File: config.mk
export PLATFORM = sky130hd
export DESIGN_NAME = dec_error_counters
export DESIGN_NICKNAME = d
export VERILOG_FILES = /design/src/rtl/dec_pkg.sv /design/src/rtl/dec_err_counter.sv /design/src/rtl/dec_error_counters.sv
export SDC_FILE = /design/constraint.sdc
export NUM_CORES = 1
export LEC_CHECK = 0
export BUFFER_PORTS_ARGS = -buffer_cell sky130_fd_sc_hd__buf_4
export CAP_MARGIN = 20
export CELL_PAD_IN_SITES_DETAIL_PLACEMENT = 1
export CELL_PAD_IN_SITES_GLOBAL_PLACEMENT = 1
export CORE_MARGIN = 5
export CORE_UTILIZATION = 42
export CTS_BUF_LIST = sky130_fd_sc_hd__clkbuf_8
export CTS_CLUSTER_SIZE = 20
export DETAILED_ROUTE_END_ITERATION = 12
export PLACE_DENSITY_LB_ADDON = 0.1
export SETUP_SLACK_MARGIN = 0.15
export SLEW_MARGIN = 10
export SYNTH_ARGS = -nofsm -noshare
export SYNTH_HDL_FRONTEND = slang
export SYNTH_SLANG_ARGS = --single-unit
export TNS_END_PERCENT = 20
File: constraint.sdc
create_clock -name clk_i -period 5.85 [get_ports clk_i]
set_clock_uncertainty 0.1 [all_clocks]
set_input_delay 0 -clock clk_i [delete_from_list [all_inputs] [get_ports clk_i]]
set_output_delay 0 -clock clk_i [all_outputs]
set_load 0.02 [all_outputs]
File: src/rtl/dec_pkg.sv
`default_nettype none
package dec_pkg;
    localparam int          DEC_COUNTERS       = 5;
    localparam int          DEC_LANES          = 4;
    localparam logic [4:0]  DEC_DEVAD          = 5'h1e;
    localparam logic [15:0] DEC_HS_ADDR        = 16'h0010;
    localparam logic [15:0] DEC_LN0_ADDR       = 16'h0011;
    localparam logic [15:0] DEC_LN1_ADDR       = 16'h0012;
    localparam logic [15:0] DEC_LN2_ADDR       = 16'h0013;
    localparam logic [15:0] DEC_LN3_ADDR       = 16'h0014;
    localparam logic [15:0] DEC_RESET_COUNT    = 16'hfffd;
    localparam logic [15:0] DEC_KR_RESET_COUNT = 16'h0000;
    localparam logic [15:0] DEC_CLEARED_COUNT  = 16'h0000;
    localparam logic [15:0] DEC_COUNT_MAX      = 16'hffff;
    localparam logic [5:0]  DEC_PREAMBLE_BITS  = 6'h20;
    localparam logic [3:0]  DEC_OP_LAST_BIT    = 4'h1;
    localparam logic [3:0]  DEC_ADDR_LAST_BIT  = 4'h4;
    localparam logic [3:0]  DEC_DATA_LAST_BIT  = 4'hf;
    localparam logic [1:0]  DEC_OP_ADDRESS     = 2'h0;
    localparam logic [1:0]  DEC_OP_WRITE       = 2'h1;
    localparam logic [1:0]  DEC_OP_READ_INC    = 2'h2;
    localparam logic [1:0]  DEC_OP_READ        = 2'h3;

    typedef enum logic [1:0] {
        DEC_MODE_KR     = 2'h0,
        DEC_MODE_KX     = 2'h1,
        DEC_MODE_GEN10G = 2'h2
    } dec_mode_e;

    typedef enum logic [2:0] {
        DEC_ST_PREAMBLE = 3'h0,
        DEC_ST_START    = 3'h1,
        DEC_ST_OPCODE   = 3'h3,
        DEC_ST_PORT     = 3'h2,
        DEC_ST_DEVICE   = 3'h6,
        DEC_ST_TURN     = 3'h7,
        DEC_ST_DATA     = 3'h5
    } dec_state_e;
endpackage : dec_pkg
`default_nettype wire

File: src/rtl/dec_err_counter.sv
`default_nettype none
module dec_err_counter
    import dec_pkg::*;
(
    input  wire logic        clk_i,
    input  wire logic        reset_n_i,
    input  wire logic [15:0] reset_value_i,
    input  wire logic        count_i,
    input  wire logic        clear_i,
    output logic      [15:0] count_o
);
    logic [15:0] count_reg;

    always_ff @(posedge clk_i) begin
        if (!reset_n_i) begin
            count_reg <= reset_value_i;
        end else if (clear_i) begin
            // An error in the read cycle survives the clear
            count_reg <= count_i ? 16'h0001 : DEC_CLEARED_COUNT;
        end else if (count_i && count_reg != DEC_COUNT_MAX) begin
            count_reg <= count_reg + 16'h0001;
        end
    end

    assign count_o = count_reg;
endmodule : dec_err_counter
`default_nettype wire

File: src/rtl/dec_error_counters.sv
`default_nettype none
// Behaviour
// - Fast counter counts decoder invalid and disparity words
// - KR read of fast counter clears FEC field
// - Fast resets zero in KR, else FFFD
// - Fast test mode counts selected pattern mismatches
// - Pseudo-random pin makes fast counter count PRBS
// - Read returns value then clears counter
// - KR/KX lane counters count lane decoder errors
// - General 10G lanes count alignment decoder errors
// - Slow test mode counts selected pattern errors
// - Counters at 0x10..0x13 in device 0x1E
// - Lane 3 counter at 0x14, same behaviour
module dec_error_counters
    import dec_pkg::*;
(
    input  wire logic                 clk_i,
    input  wire logic                 reset_n_i,
    input  wire logic                 mdc_i,
    input  wire logic                 mdio_i,
    output logic                      mdio_o,
    output logic                      mdio_oe_o,
    input  wire logic [4:0]           phy_addr_i,
    input  wire logic [1:0]           mode_i,
    input  wire logic                 hs_test_verify_i,
    input  wire logic                 ls_test_verify_i,
    input  wire logic                 pseudo_random_check_pin_i,
    input  wire logic [2:0]           hs_pattern_sel_i,
    input  wire logic [1:0]           ls_pattern_sel_i,
    input  wire logic                 hs_code_invalid_i,
    input  wire logic                 hs_disparity_err_i,
    input  wire logic                 hs_pattern_err_i,
    input  wire logic                 hs_prbs_err_i,
    input  wire logic [DEC_LANES-1:0] ls_code_invalid_i,
    input  wire logic [DEC_LANES-1:0] ls_disparity_err_i,
    input  wire logic [DEC_LANES-1:0] ls_align_code_invalid_i,
    input  wire logic [DEC_LANES-1:0] ls_pattern_err_i,
    output logic [2:0]                hs_checker_sel_o,
    output logic [1:0]                ls_checker_sel_o,
    output logic                      kr_fec_clear_o,
    output logic [15:0]               fast_side_error_tally_o,
    output logic [15:0]               slow_side_lane0_tally_o,
    output logic [15:0]               slow_side_lane1_tally_o,
    output logic [15:0]               slow_side_lane2_tally_o,
    output logic [15:0]               slow_side_lane3_tally_o
);
    dec_state_e  state_reg;
    logic        mdc_q_reg;
    logic [5:0]  ones_reg;
    logic [3:0]  bit_reg;
    logic [1:0]  op_reg;
    logic [4:0]  port_reg;
    logic [4:0]  dev_reg;
    logic [15:0] in_reg;
    logic [15:0] out_reg;
    logic [15:0] addr_reg;
    logic        match_reg;
    logic        mdio_reg;
    logic        oe_reg;
    logic        kr_clear_reg;
    logic [2:0]  hs_sel_reg;
    logic [1:0]  ls_sel_reg;

    logic        mdc_rise;
    logic        match_now;
    logic        read_go;
    logic        op_is_read;
    logic        addr_hit;
    logic [15:0] addr_index;
    logic [15:0] rd_data;
    logic        kr_mode;
    logic [15:0] count_w [DEC_COUNTERS];
    logic [DEC_COUNTERS-1:0] event_w;
    logic [DEC_COUNTERS-1:0] clear_w;

    // MDC is slow against clk_i, so its rise is found by edge detection
    assign mdc_rise   = mdc_i & ~mdc_q_reg;
    assign kr_mode    = (mode_i == DEC_MODE_KR);
    assign match_now  = (port_reg == phy_addr_i) && ({dev_reg[3:0], mdio_i} == DEC_DEVAD);
    // Both read opcodes share the latch, turnaround and data drive
    assign op_is_read = (op_reg == DEC_OP_READ) || (op_reg == DEC_OP_READ_INC);
    assign read_go    = mdc_rise && (state_reg == DEC_ST_DEVICE) &&
                        (bit_reg == DEC_ADDR_LAST_BIT) && match_now && op_is_read;
    assign addr_index = addr_reg - DEC_HS_ADDR;
    assign addr_hit   = (addr_reg >= DEC_HS_ADDR) && (addr_reg <= DEC_LN3_ADDR);
    // Unmapped addresses read as zero; clear_w keeps them from clearing anything
    always_comb begin
        unique case (addr_reg)
            DEC_HS_ADDR:  rd_data = count_w[0];
            DEC_LN0_ADDR: rd_data = count_w[1];
            DEC_LN1_ADDR: rd_data = count_w[2];
            DEC_LN2_ADDR: rd_data = count_w[3];
            DEC_LN3_ADDR: rd_data = count_w[4];
            default:      rd_data = 16'h0000;
        endcase
    end

    always_ff @(posedge clk_i) begin
        if (!reset_n_i) begin
            mdc_q_reg <= 1'b0;
        end else begin
            mdc_q_reg <= mdc_i;
        end
    end

    always_ff @(posedge clk_i) begin
        if (!reset_n_i) begin
            state_reg <= DEC_ST_PREAMBLE;
            ones_reg  <= 6'h00;
            bit_reg   <= 4'h0;
            op_reg    <= 2'h0;
            port_reg  <= 5'h00;
            dev_reg   <= 5'h00;
            in_reg    <= 16'h0000;
            match_reg <= 1'b0;
        end else if (mdc_rise) begin
            unique case (state_reg)
                DEC_ST_PREAMBLE: begin
                    if (mdio_i) begin
                        if (ones_reg != DEC_PREAMBLE_BITS) begin
                            ones_reg <= ones_reg + 6'h01;
                        end
                    end else begin
                        ones_reg <= 6'h00;
                        if (ones_reg == DEC_PREAMBLE_BITS) begin
                            state_reg <= DEC_ST_START;
                        end
                    end
                end
                DEC_ST_START: begin
                    bit_reg <= 4'h0;
                    if (!mdio_i) begin
                        state_reg <= DEC_ST_OPCODE;
                    end else begin
                        ones_reg  <= 6'h01;
                        state_reg <= DEC_ST_PREAMBLE;
                    end
                end
                DEC_ST_OPCODE: begin
                    op_reg  <= {op_reg[0], mdio_i};
                    bit_reg <= bit_reg + 4'h1;
                    if (bit_reg == DEC_OP_LAST_BIT) begin
                        bit_reg   <= 4'h0;
                        state_reg <= DEC_ST_PORT;
                    end
                end
                DEC_ST_PORT: begin
                    port_reg <= {port_reg[3:0], mdio_i};
                    bit_reg  <= bit_reg + 4'h1;
                    if (bit_reg == DEC_ADDR_LAST_BIT) begin
                        bit_reg   <= 4'h0;
                        state_reg <= DEC_ST_DEVICE;
                    end
                end
                DEC_ST_DEVICE: begin
                    dev_reg <= {dev_reg[3:0], mdio_i};
                    bit_reg <= bit_reg + 4'h1;
                    if (bit_reg == DEC_ADDR_LAST_BIT) begin
                        bit_reg   <= 4'h0;
                        match_reg <= match_now;
                        state_reg <= DEC_ST_TURN;
                    end
                end
                DEC_ST_TURN: begin
                    bit_reg <= bit_reg + 4'h1;
                    if (bit_reg == DEC_OP_LAST_BIT) begin
                        bit_reg   <= 4'h0;
                        state_reg <= DEC_ST_DATA;
                    end
                end
                DEC_ST_DATA: begin
                    in_reg  <= {in_reg[14:0], mdio_i};
                    bit_reg <= bit_reg + 4'h1;
                    if (bit_reg == DEC_DATA_LAST_BIT) begin
                        bit_reg   <= 4'h0;
                        ones_reg  <= 6'h00;
                        state_reg <= DEC_ST_PREAMBLE;
                    end
                end
                default: begin
                    state_reg <= DEC_ST_PREAMBLE;
                end
            endcase
        end
    end

    // Address frames load the pointer; read-increment advances it after the read
    always_ff @(posedge clk_i) begin
        if (!reset_n_i) begin
            addr_reg <= 16'h0000;
        end else if (mdc_rise && state_reg == DEC_ST_DATA &&
                     bit_reg == DEC_DATA_LAST_BIT && match_reg) begin
            if (op_reg == DEC_OP_ADDRESS) begin
                addr_reg <= {in_reg[14:0], mdio_i};
            end else if (op_reg == DEC_OP_READ_INC) begin
                addr_reg <= addr_reg + 16'h0001;
            end
        end
    end

    // Counters are read-only: write frames are accepted and discarded
    always_ff @(posedge clk_i) begin
        if (!reset_n_i) begin
            mdio_reg <= 1'b0;
            oe_reg   <= 1'b0;
            out_reg  <= 16'h0000;
        end else if (read_go) begin
            out_reg <= rd_data;
        end else if (mdc_rise && match_reg && op_is_read) begin
            if (state_reg == DEC_ST_TURN && bit_reg == 4'h0) begin
                oe_reg   <= 1'b1;
                mdio_reg <= 1'b0;
            end else if (state_reg == DEC_ST_TURN) begin
                mdio_reg <= out_reg[15];
                out_reg  <= {out_reg[14:0], 1'b0};
            end else if (state_reg == DEC_ST_DATA && bit_reg == DEC_DATA_LAST_BIT) begin
                oe_reg   <= 1'b0;
                mdio_reg <= 1'b0;
            end else if (state_reg == DEC_ST_DATA) begin
                mdio_reg <= out_reg[15];
                out_reg  <= {out_reg[14:0], 1'b0};
            end
        end
    end

    always_ff @(posedge clk_i) begin
        if (!reset_n_i) begin
            kr_clear_reg <= 1'b0;
        end else begin
            kr_clear_reg <= clear_w[0] && kr_mode;
        end
    end

    // Selections only reach the checkers while verification is active
    always_ff @(posedge clk_i) begin
        if (!reset_n_i) begin
            hs_sel_reg <= 3'h0;
            ls_sel_reg <= 2'h0;
        end else begin
            if (hs_test_verify_i) begin
                hs_sel_reg <= hs_pattern_sel_i;
            end
            if (ls_test_verify_i) begin
                ls_sel_reg <= ls_pattern_sel_i;
            end
        end
    end

    // The pseudo-random pin outranks test-pattern mode, which outranks decoding
    always_comb begin
        if (pseudo_random_check_pin_i) begin
            event_w[0] = hs_prbs_err_i;
        end else if (hs_test_verify_i) begin
            event_w[0] = hs_pattern_err_i;
        end else begin
            event_w[0] = hs_code_invalid_i | hs_disparity_err_i;
        end
    end

    // Lane 3 shares the lane logic, so it cannot drift from lanes 0 to 2
    genvar g;
    generate
        for (g = 0; g < DEC_LANES; g++) begin : g_lane
            always_comb begin
                if (ls_test_verify_i) begin
                    event_w[g+1] = ls_pattern_err_i[g];
                end else if (mode_i == DEC_MODE_GEN10G) begin
                    event_w[g+1] = ls_align_code_invalid_i[g];
                end else begin
                    event_w[g+1] = ls_code_invalid_i[g] | ls_disparity_err_i[g];
                end
            end
        end
        for (g = 0; g < DEC_COUNTERS; g++) begin : g_count
            logic [15:0] reset_value;
            assign reset_value = (g == 0 && kr_mode) ? DEC_KR_RESET_COUNT
                                                     : DEC_RESET_COUNT;
            assign clear_w[g]  = read_go && addr_hit && (addr_index[2:0] == 3'(g));
            dec_err_counter u_counter (
                .clk_i         (clk_i),
                .reset_n_i     (reset_n_i),
                .reset_value_i (reset_value),
                .count_i       (event_w[g]),
                .clear_i       (clear_w[g]),
                .count_o       (count_w[g])
            );
        end
    endgenerate

    assign mdio_o                  = mdio_reg;
    assign mdio_oe_o               = oe_reg;
    assign kr_fec_clear_o          = kr_clear_reg;
    assign hs_checker_sel_o        = hs_sel_reg;
    assign ls_checker_sel_o        = ls_sel_reg;
    assign fast_side_error_tally_o = count_w[0];
    assign slow_side_lane0_tally_o = count_w[1];
    assign slow_side_lane1_tally_o = count_w[2];
    assign slow_side_lane2_tally_o = count_w[3];
    assign slow_side_lane3_tally_o = count_w[4];
endmodule : dec_error_counters
`default_nettype wire

======== After elaboration in Yosys (flattened, before gate mapping) ========
Index checks and enable logic that the tools add are counted.
storage, ports and cells
  register bits ........................... 161
  output and inout port bits .............. 88
  logic and storage cells ................. 200
cells by class
  $add $sub $neg .......................... 9
  order comparisons ....................... 2
  eq/ne operators ......................... 43
  mux-type cells .......................... 61
  bitwise operators ....................... 8
  reductions and logical operators ........ 56
operators by type and width
  cell                                                                 count
  two-way mux 16 bit                                                   20
  adder 16 x 1 -> 16 bit (second input constant)                       6
  equality test 16 x 5 -> 1 bit (second input constant)                5
  inequality test 16 bit (second input constant)                       5
  one-hot mux 16 bit (5 select lines)                                  1
  logical AND 1 bit                                                    25
  two-way mux 6 bit                                                    4
  two-way mux 1 bit                                                    22
  two-way mux 3 bit                                                    7
  one-hot mux 3 bit (7 select lines)                                   1
  one-hot mux 6 bit (3 select lines)                                   1
  greater-or-equal comparator 16 x 5 -> 1 bit (second input constant)  1
  less-or-equal comparator 16 x 5 -> 1 bit (second input constant)     1
  one-hot mux 4 bit (4 select lines)                                   1
  inequality test 2 bit (second input constant)                        7
  nonzero test 2 bit                                                   7
  equality test 3 x 2 -> 1 bit (second input constant)                 4
  equality test 3 bit (second input constant)                          4
  two-way mux 4 bit                                                    3
  AND reduction 2 bit                                                  6
  AND reduction 4 bit                                                  2
  AND reduction 8 bit                                                  1
  nonzero test 4 bit                                                   2
  adder 6 x 1 -> 6 bit (second input constant)                         1
  26 further kinds                                                     42

======== Depth between registers and ports, before layout ========
Gate-level depths: netlist of run 1.
  depth after elaboration ................. 10
  depth in mapped cells ................... 10

======== Modules after synthesis ========
Synthesis of run 1 repeated with hierarchy kept, for this count alone.
unflattened totals
  cell total of the unflattened synthesis .. 1128
  area, all modules ....................... 10146.0 um^2
by module, submodules not included
  module              times used  cells each  area each (um^2)  seq. area each (um^2)
  dec_error_counters  1           628         5078.6            1621.6
  dec_err_counter     5           100         1013.5            480.5

======== Worst setup path after synthesis of run 1 ========
OpenSTA, ideal clock, no wires.
  path kind ............................... register to register
  start ................................... register bit_reg[0]
  end ..................................... register g_count[0].u_counter.count_reg[0], enable pin
  setup time .............................. 0.372 ns
  arrival ................................. 2.132 ns
  setup slack ............................. 3.246 ns
  cell stages (with the launch flop) ...... 8
  cells stage by stage .................... dfxtp_1 inv_1 ha_1 nor4bb_1 nand2_1 or3_1 nor4_2 or3_1
between the ends
  longest elaborated chain between the ends .. 7
RTL lines
  what                                             line                       text
  start, declared                                  dec_error_counters.sv:50   logic [3:0] bit_reg;
  start signal, assigned                           dec_error_counters.sv:141  bit_reg <= bit_reg + 4'h1;
  start signal, assigned                           dec_error_counters.sv:149  bit_reg <= bit_reg + 4'h1;
  start signal, assigned                           dec_error_counters.sv:157  bit_reg <= bit_reg + 4'h1;
  equality test 4 x 3 -> 1 bit                     dec_error_counters.sv:83   (bit_reg == DEC_ADDR_LAST_BIT) && match_now && op_is_read;
  logical AND 1 bit                                dec_error_counters.sv:82   assign read_go = mdc_rise && (state_reg == DEC_ST_DEVICE) &&
  logical AND 1 bit (2 in a row)                   dec_error_counters.sv:83
  logical AND 1 bit (2 in a row)                   dec_error_counters.sv:278  assign clear_w[g] = read_go && addr_hit && (addr_index[2:0] == 3'(g));
  inequality test 3 x 1 -> 1 bit (no source line)  -
  end signal, assigned                             dec_err_counter.sv:16      count_reg <= reset_value_i;
  end signal, assigned                             dec_err_counter.sv:19      count_reg <= count_i ? 16'h0001 : DEC_CLEARED_COUNT;
  end signal, assigned                             dec_err_counter.sv:21      count_reg <= count_reg + 16'h0001;
  end, declared                                    dec_err_counter.sv:12      logic [15:0] count_reg;
Every way passes these cells.
A chain may end at the register's enable or synchronous reset.

======== Final worst setup path of run 1 ========
  start ................................... register addr_reg[7]
  end ..................................... register kr_clear_reg (netlist: kr_fec_clear_o)
between the ends
  longest elaborated chain between the ends .. 5
RTL lines
  what                                                                                                     line                       text
  start, declared                                                                                          dec_error_counters.sv:56   logic [15:0] addr_reg;
  start signal, assigned                                                                                   dec_error_counters.sv:194  addr_reg <= {in_reg[14:0], mdio_i};
  start signal, assigned                                                                                   dec_error_counters.sv:196  addr_reg <= addr_reg + 16'h0001;
  greater-or-equal comparator 16 x 5 -> 1 bit or less-or-equal comparator 16 x 5 -> 1 bit (tied branches)  dec_error_counters.sv:85   assign addr_hit = (addr_reg >= DEC_HS_ADDR) && (addr_reg <= DEC_LN3_ADDR);
  logical AND 1 bit (*)                                                                                    dec_error_counters.sv:85
  logical AND 1 bit (*) (2 in a row)                                                                       dec_error_counters.sv:278
  logical AND 1 bit (*)                                                                                    dec_error_counters.sv:230  kr_clear_reg <= clear_w[0] && kr_mode;
  end signal, assigned                                                                                     dec_error_counters.sv:230
  end, declared                                                                                            dec_error_counters.sv:60   logic kr_clear_reg;
Mark *: on every way between the ends. The rest lies on a longest branch, timed or not.

==> flow_metrics.py, run 1 <==
metrics = {
    "outcome": {
        "status": "finished, final reports clean",
    },
    "critical_path": {
        "crit_buf_inv": 1,
        "worstSetupPathDepth": 6,
        "cpLargestDelayFamily": "simple AND/OR/NAND/NOR gates",
        "rr_endpoint": "kr_fec_clear_o",
        "path_max_fanout": 16,
        "timing.rr.start": "addr_reg[7]",
        "crit_path_max_incr_delay_ns": 0.84,
        "cp-start-kind": "flop",
        "crit_path_start": "addr_reg[7]",
        "arrival_ns": 3.59,
        "path_class": "flop to flop",
        "critPathCaptureType": "flop",
        "reg2reg_depth": 6,
        "rrSetupSlack_ns": 2.55,
        "slowest_stage": "or4_1",
        "critPathRequiredTime_ns": 6.14,
        "endpoint": "kr_fec_clear_o",
        "crit_path_cell_trace": "nor4_1, nand2_1, or4_1, nor4_2, nor4b_1, dlygate4sd3_1",
    },
    "run": {
        "drv_cap": 0,
    },
    "cts": {
        "clock-sinks": 161,
        "cts_setup_buffers": 0,
        "hold_buffers": 16,
        "cts-buffers-inserted": 17,
        "clockBufferDepth": 2,
        "htree_levels": 4,
        "clock_latency_ns": 0.47,
        "cts-root-buf": "clkbuf_8",
        "cts_tree": "yes",
        "ctsResizeCount": 0,
        "clk_pin_slew_worst_paths_ns": 0.09,
    },
    "grt": {
        "grt_pass1_wl_um": 44440,
        "track_usage": 0.2289,
        "antenna_found_initial": 0,
        "grt_overflow": 0,
        "grt_max_degree": 45,
        "grt_pass1_vias": 8213,
    },
    "final_layout": {
        "nets": 1207,
        "post_route_cells_drive_above_1_share": 0.1569,
        "diodes": 0,
        "final_core_util": 0.5080,
        "largest_reg_flops": 80,
        "n_fill_cell": 2479,
        "areaGrowthSynthToFinish_pct": 18.52,
        "fin_cells": 1436,
    },
    "routing": {
        "vias": 8311,
        "ant_nets": 0,
        "routed_wl_um": 27990,
        "drtIter0Drc": 472,
        "wl_per_cell_um": 19.49,
        "firstDrtPassIters": 5,
        "avgViaCountPerCell": 5.788,
        "drc_errors": 0,
    },
    "hold_path": {
        "worstHoldPathCells": 4,
        "worstHoldPathType": "input pin to flop",
    },
    "synthesis": {
        "ys_seq_area_frac": 0.3888,
        "ys_warn_count": 0,
        "synth.area.top_cells": "dfxtp_1 (33%), a21oi_1 (6.8%), edfxtp_1 (5.5%)",
        "synth_most_common_cell": "dfxtp_1",
        "ys.flop_type": "dfxtp_1",
        "synth_edf_count": 16,
        "avgSynthCellArea_um2": 8.294,
        "syn-cell-area_mm2": 0.008701,
        "async_flop_share": 0,
        "syn_inst": 1049,
        "ys_ff_latch": 161,
        "synth_common_cells": "dfxtp_1 (145), a21oi_1 (118), nand2_1 (94), nor2_1 (80), nor3_1 (55)",
        "synth_top_cell_by_area": "dfxtp_1",
        "syn_nets": 1103,
        "yosys.area.top_type_share": 0.3336,
        "ys_types": 67,
    },
    "floorplanning": {
        "die_area_mm2": 0.02369,
        "fp.dieW_um": 153.9,
        "pin_count": 127,
        "die_y_um": 153.9,
        "start_util": 0.4286,
        "core_mm2": 0.02030,
        "core.rowCount": 52,
    },
    "timing": {
        "fin_hold_ws_ns": 0.09311,
        "hold_viol": 0,
        "maxSlewHeadroom": 0.3397,
        "slew_violations": 0,
        "worst_slew_pin_slew_ns": 0.9869,
        "fmax_mhz": 303.0,
        "grt_setup_unrepaired": "false",
        "setup_viol": 0,
        "period_needed_ns": 3.300,
        "fin_setup_tns_ns": 0,
        "period_share": 0.5641,
    },
    "place": {
        "gp_congestion": 0.8479,
        "hpwl_um": 20330,
        "io_buffers": 126,
        "dp_cells": 1388,
    },
    "power": {
        "power.total_w": 0.003656,
        "p_per_area_mw_per_mm2": 354.5,
        "peakVddDrop_uv": 133.9,
        "leakagePower_nw": 3.985,
    },
}
[cells in the final DEF, fill, tap and decap left out, drive strengths merged, types with 3 or more instances in the layout]
master / count
nand3: 45
edfxtp: 16
nand2b: 7
inv: 31
buf: 134
and2: 10
nand4b: 3
a211oi: 12
or4: 8
or3: 10
nor3b: 6
xnor2: 46
nor2b: 9
and3: 17
mux2i: 36
a21o: 4
o31ai: 9
clkbuf: 19
o21ai: 39
nor4b: 6
o22ai: 18
dfxtp: 145
a21oi: 118
or2: 5
and4: 8
nand4: 23
ha: 15
a22oi: 36
nor2: 80
and4b: 3
a31oi: 6
nand2: 94
nand3b: 3
dlygate4sd3: 16
nor3: 55
nor4: 18
xor2: 24
[metal layers]
layer | routed length [um] | GRT usage | part of all wire
met5 | 0 | 0 | 0
met3 | 1273 | 0.03345 | 0.045
met4 | 631 | 0.07738 | 0.023
met2 | 13610 | 0.3944 | 0.49
met1 | 12480 | 0.2939 | 0.45
[layout make-up]
class	instances	area (um2)	share of cell area
Clock buffer	19	261.5	0.02536
Clock inverter	13	117.6	0.01141
Inverter	23	86.33	0.008372
Multi-Input combinational cell	800	4962	0.4812
Sequential cell	161	3383	0.3281
Tap cell	270	337.8	0.03276
Timing Repair Buffer	150	1164	0.1128
[report_power, final]
group	total (W)	leakage (nW)	switching, W	internal, W
combinational	0.00130	2.43	0.000739	0.000558
sequential	0.00153	1.34	0.000273	0.00126
clock	0.000829	0.212	0.000434	0.000395
total	0.00366	3.98	0.00145	0.00221
[metrics by stage]
| stage | instance area (um2) | setup slack (ns) |
|---|---|---|
| 2_1_floorplan | 8701 | 3.246 |
| 3_3_place_gp | 9763 | 2.844 |
| 3_5_place_dp | 9768 | 2.760 |
| 4_1_cts | 10310 | 2.545 |
| 5_1_grt | 10310 | 2.424 |
| 6_report | 10310 | 2.550 |
[worst reg2reg max path, stage by stage, from the launching register on]
cell	delay, ns
dfxtp_1	0.36
nor4_1	0.42
nand2_1	0.16
or4_1	0.84
nor4_2	0.38
nor4b_1	0.34
dlygate4sd3_1	0.63
[kinds of logic after synthesis]
logic type,after synthesis,synth area share
xor gates and xnor gates,70,0.07046
muxes,37,0.04271
and+or+nand+nor,414,0.2485
DFF,161,0.3888
AOI/OAI and AO/OA,264,0.1841
buffers and inverters,88,0.04386
adders and majority gates,15,0.02157
[worst min-delay path by stage]
stage / from / to / slack, ns
4_1_cts: ls_pattern_err_i[1] / g_count[2].u_counter.count_o[0] / 0.07
6_report: ls_pattern_err_i[1] / g_count[2].u_counter.count_o[0] / 0.09
5_1_grt: ls_pattern_err_i[1] / g_count[2].u_counter.count_o[0] / 0.12
3_5_place_dp: mdc_i / mdc_q_reg / 0.15
3_3_place_gp: hs_pattern_sel_i[0] / hs_checker_sel_o[0] / 0.13
2_1_floorplan: mode_i[1] / kr_fec_clear_o / -0.02
(Power assumes the default switching activity.)
==> run 2, diff against run 1 <==
- CORE_UTILIZATION: 42 -> 40
- clock period: 5.85 -> 2.65 ns (I/O delays scaled with it)
==> flow_metrics.py, run 2 (same netlist as run 1, synthesis figures left out) <==
metrics = {
    "outcome": {
        "status": "finished, final reports clean",
    },
    "timing": {
        "worst_slew_pin_slew_ns": 0.7319,
        "setup_viol": 0,
        "period_needed_ns": 2.426,
        "period_share": 0.9153,
        "maxSlewHeadroom": 0.5083,
        "hold_viol": 0,
        "slew_violations": 0,
        "fmax_mhz": 412.3,
        "fin_hold_ws_ns": 0.1036,
        "fin_setup_tns_ns": 0,
        "grt_setup_unrepaired": "true",
    },
    "final_layout": {
        "final_common_cell": "buf_4",
        "diodes": 0,
        "final_core_util": 0.5030,
        "largest_reg_flops": 80,
        "fin_cells": 1508,
        "multi_input_area_mm2": 0.005000,
        "register_area_mm2": 0.003386,
        "n_fill_cell": 2611,
        "post_route_cells_drive_above_1_share": 0.2068,
        "nets": 1270,
        "layout_common_cells": "buf_4 (194), dfxtp_1 (143), a21oi_1 (118), nand2_1 (94), nor2_1 (80)",
        "areaGrowthSynthToFinish_pct": 24.99,
    },
    "floorplanning": {
        "pin_count": 127,
        "core_mm2": 0.02162,
        "die_y_um": 157.5,
        "core.rowCount": 54,
        "die_area_mm2": 0.02480,
        "fp.dieW_um": 157.5,
        "start_util": 0.4024,
    },
    "routing": {
        "wl_per_cell_um": 19.37,
        "avgViaCountPerCell": 5.694,
        "drc_errors": 0,
        "drtIter0Drc": 525,
        "vias": 8587,
        "firstDrtPassIters": 5,
        "ant_nets": 0,
        "routed_wl_um": 29210,
    },
    "power": {
        "peakVddDrop_uv": 287.0,
        "leakagePower_nw": 4.296,
        "power.total_w": 0.008399,
        "p_per_area_mw_per_mm2": 772.3,
    },
    "place": {
        "dp_cells": 1458,
        "io_buffers": 126,
        "gp_congestion": 0.8320,
        "hpwl_um": 21510,
    },
    "cts": {
        "clk_pin_slew_worst_paths_ns": 0.08,
        "cts-buffers-inserted": 17,
        "clock_latency_ns": 0.45,
        "clockBufferDepth": 2,
        "cts-root-buf": "clkbuf_8",
        "htree_levels": 4,
        "clock-sinks": 161,
        "cts_tree": "yes",
    },
    "critical_path": {
        "path_max_fanout": 4,
        "critPathRequiredTime_ns": 2.84,
        "path_class": "flop to flop",
        "arrival_ns": 2.62,
        "cp-start-kind": "flop",
        "critPathCaptureType": "flop",
    },
    "grt": {
        "grt_pass1_wl_um": 46410,
        "track_usage": 0.2330,
        "grt_max_degree": 45,
        "grt_pass1_vias": 8655,
        "grt_overflow": 0,
        "antenna_found_initial": 0,
    },
    "run": {
        "drv_cap": 0,
    },
    "hold_path": {
        "worstHoldPathType": "input pin to flop",
    },
}
run 2: cell count changes in the layout (fill, tap and decap cells not counted), sizes merged:
cell	before	now
clkinvlp	1	2
bufinv	2	3
buf	134	196
clkinv	2	4
inv	31	26
or3	10	11
run 2: repair_timing:
action | 4_1_cts | 5_1_grt
cloned | 0 | 1
setup endpoints to repair | 16 | 53
hold endpoints to repair | 35 | 0
hold buffers | 16 | 0
resized for setup | 3 | 9
pin swaps | 0 | 4
buffers inserted | 0 | 2
run 2: path summary, 6_finish.rpt:
path / startpoint / to / slack [ns] / cells after the start
worst min-delay path: ls_pattern_err_i[0] / g_count[1].u_counter.count_o[0] / 0.10 / 6
worst min register to register: in_reg[9] / in_reg[10] / 0.38 / 2
worst max register to register: addr_reg[11] / g_count[0].u_counter.count_o[0] / 0.22 / 7
worst max-delay path: addr_reg[11] / g_count[0].u_counter.count_o[0] / 0.22 / 7
run 2: through the flow:
step	area (um2)	worst slack (ns)
5_1_grt	10880	0.09566
3_3_place_gp	10240	0.2280
4_1_cts	10830	0.1716
6_report	10880	0.2245
3_5_place_dp	10240	0.1430
2_1_floorplan	8706	0.1711
run 2: metal layers:
metal / up-vias / track usage / share of wire
met5: - / 0 / 0
met4: 0 / 0.07292 / 0.022
met3: 37 / 0.03464 / 0.044
met2: 188 / 0.4099 / 0.50
met1: 4214 / 0.2943 / 0.44
li1: 4148 / - / -
run 2: worst max-delay path, stage by stage, from the launching register on:
cell and delay [ns]:
dfxtp_1 0.35, nor4_2 0.29, nand2_1 0.12, or4_1 0.59, nor4_2 0.21, buf_4 0.18, mux2_2 0.33, o21ai_1 0.11
run 2: area by class of cell:
class	count	area share
Multi-Input combinational cell	801	0.4597
Sequential cell	161	0.3113
Timing Repair Buffer	212	0.1515
Tap cell	280	0.03221
Clock buffer	19	0.02405
Clock inverter	12	0.01323
Inverter	23	0.007938
run 2: power breakdown:
| group | internal (W) | switching [W] |
|---|---|---|
| Sequential | 0.00277 | 0.000458 |
| Clock | 0.000967 | 0.000936 |
| Combinational | 0.00143 | 0.00184 |
==> run 3, diff against run 2 <==
- CORE_ASPECT_RATIO: default -> 0.5
==> flow_metrics.py, run 3 (same netlist as run 1, synthesis figures left out) <==
metrics = {
    "outcome": {
        "status": "finished, final reports clean",
    },
    "final_layout": {
        "final_common_cell": "buf_4",
        "largest_reg_flops": 80,
        "diodes": 0,
        "final_core_util": 0.5060,
        "areaGrowthSynthToFinish_pct": 25.25,
        "layout_common_cells": "buf_4 (184), dfxtp_1 (144), a21oi_1 (118), nand2_1 (94), nor2_1 (80)",
        "nets": 1262,
        "post_route_cells_drive_above_1_share": 0.2023,
    },
    "cts": {
        "cts-root-buf": "clkbuf_8",
        "htree_levels": 4,
        "cts-buffers-inserted": 17,
        "clock_latency_ns": 0.49,
        "clock-sinks": 161,
        "clk_pin_slew_worst_paths_ns": 0.09,
        "clockBufferDepth": 2,
        "cts_tree": "yes",
    },
    "floorplanning": {
        "die_y_um": 114.3,
        "start_util": 0.4040,
        "pin_count": 127,
        "fp.dieW_um": 218.6,
        "core_mm2": 0.02154,
        "die_area_mm2": 0.02498,
        "core.rowCount": 38,
    },
    "routing": {
        "avgViaCountPerCell": 5.688,
        "drc_errors": 0,
        "routed_wl_um": 29340,
        "drtIter0Drc": 695,
        "firstDrtPassIters": 5,
        "wl_per_cell_um": 19.29,
        "vias": 8651,
        "ant_nets": 0,
    },
    "grt": {
        "antenna_found_initial": 0,
        "grt_max_degree": 47,
        "grt_pass1_wl_um": 46950,
        "grt_pass1_vias": 8458,
        "grt_overflow": 0,
        "track_usage": 0.2343,
    },
    "timing": {
        "fmax_mhz": 412.8,
        "hold_viol": 0,
        "slew_violations": 0,
        "period_needed_ns": 2.423,
        "maxSlewHeadroom": 0.4866,
        "fin_setup_tns_ns": 0,
        "worst_slew_pin_slew_ns": 0.7638,
        "setup_viol": 0,
        "grt_setup_unrepaired": "true",
        "period_share": 0.9142,
    },
    "critical_path": {
        "cp-start-kind": "flop",
        "critPathRequiredTime_ns": 2.87,
        "path_class": "flop to flop",
        "critPathCaptureType": "flop",
        "path_max_fanout": 6,
        "arrival_ns": 2.65,
    },
    "place": {
        "io_buffers": 126,
        "hpwl_um": 21140,
        "gp_congestion": 0.8635,
    },
    "power": {
        "p_per_area_mw_per_mm2": 785.4,
        "peakVddDrop_uv": 363.9,
        "leakagePower_nw": 4.284,
    },
    "hold_path": {
        "worstHoldPathType": "input pin to flop",
    },
    "run": {
        "drv_cap": 0,
    },
}
[run 3: critical path, cell delays in order, from the launching register on]
cell and delay, ns:
dfxtp_1 0.37, nor4_2 0.27, nand2_1 0.13, or4_4 0.56, nor4_2 0.20, buf_4 0.17
mux2_2 0.32, o21ai_0 0.14
[run 3: per-stage QoR]
step	hold WS, ns	total power (W)	area, um2	setup slack [ns]	std cells
finish	0.05951	0.008560	10900	0.2273	1521
global route	0.1190	0.009053	10900	0.04421	1521
CTS	0.02299	0.008590	10820	0.1707	1518
detailed placement	0.1057	0.006465	10190	0.1069	1468
global placement	0.1001	0.006381	10190	0.1342	1468
floorplan	-0.02326	0.005160	8706	0.1711	1049
[run 3: power breakdown]
part | internal [W] | switching [W] | total, W
combinational | 0.00141 | 0.00181 | 0.00322
sequential | 0.00277 | 0.000468 | 0.00324
clock | 0.00113 | 0.000969 | 0.00210
[run 3: worst paths after layout]
| check | start | end | slack (ns) | depth (start not counted) |
|---|---|---|---|---|
| worst min register to register | in_reg[14] | in_reg[14] | 0.36 | 2 |
| worst max-delay path | addr_reg[7] | g_count[0].u_counter.count_o[0] | 0.23 | 7 |
| worst min-delay path | ls_pattern_err_i[0] | g_count[1].u_counter.count_o[0] | 0.06 | 6 |
| worst max register to register | addr_reg[7] | g_count[0].u_counter.count_o[0] | 0.23 | 7 |
[run 3: cell type report]
class                   instances  area, um2
clock inverters                14      195.2
clock buffers                  18      247.7
fillers                      2602      10640
inverters                      23      86.33
multi-input cells             800       5011
flip-flops and latches        161       3385
well taps                     300      375.4
repair buffers                205       1598
[run 3: per-layer routing]
metal  share of wire  track usage  vias to the layer above
li1                -            -                     4149
met1            0.47       0.3258                     4299
met3           0.051      0.04544                       28
met2            0.47       0.3809                      175
met4           0.011      0.05309                        0
met5               0            0                        -
[run 3: timing repair]
item / 4_1_cts / 5_1_grt
gates cloned: 0 / 1
hold endpoints to repair: 52 / 0
setup buffers: 0 / 2
hold buffers: 18 / 0
endpoints found under the setup margin: 18 / 79
resized for setup: 2 / 12
pin swaps: 0 / 4
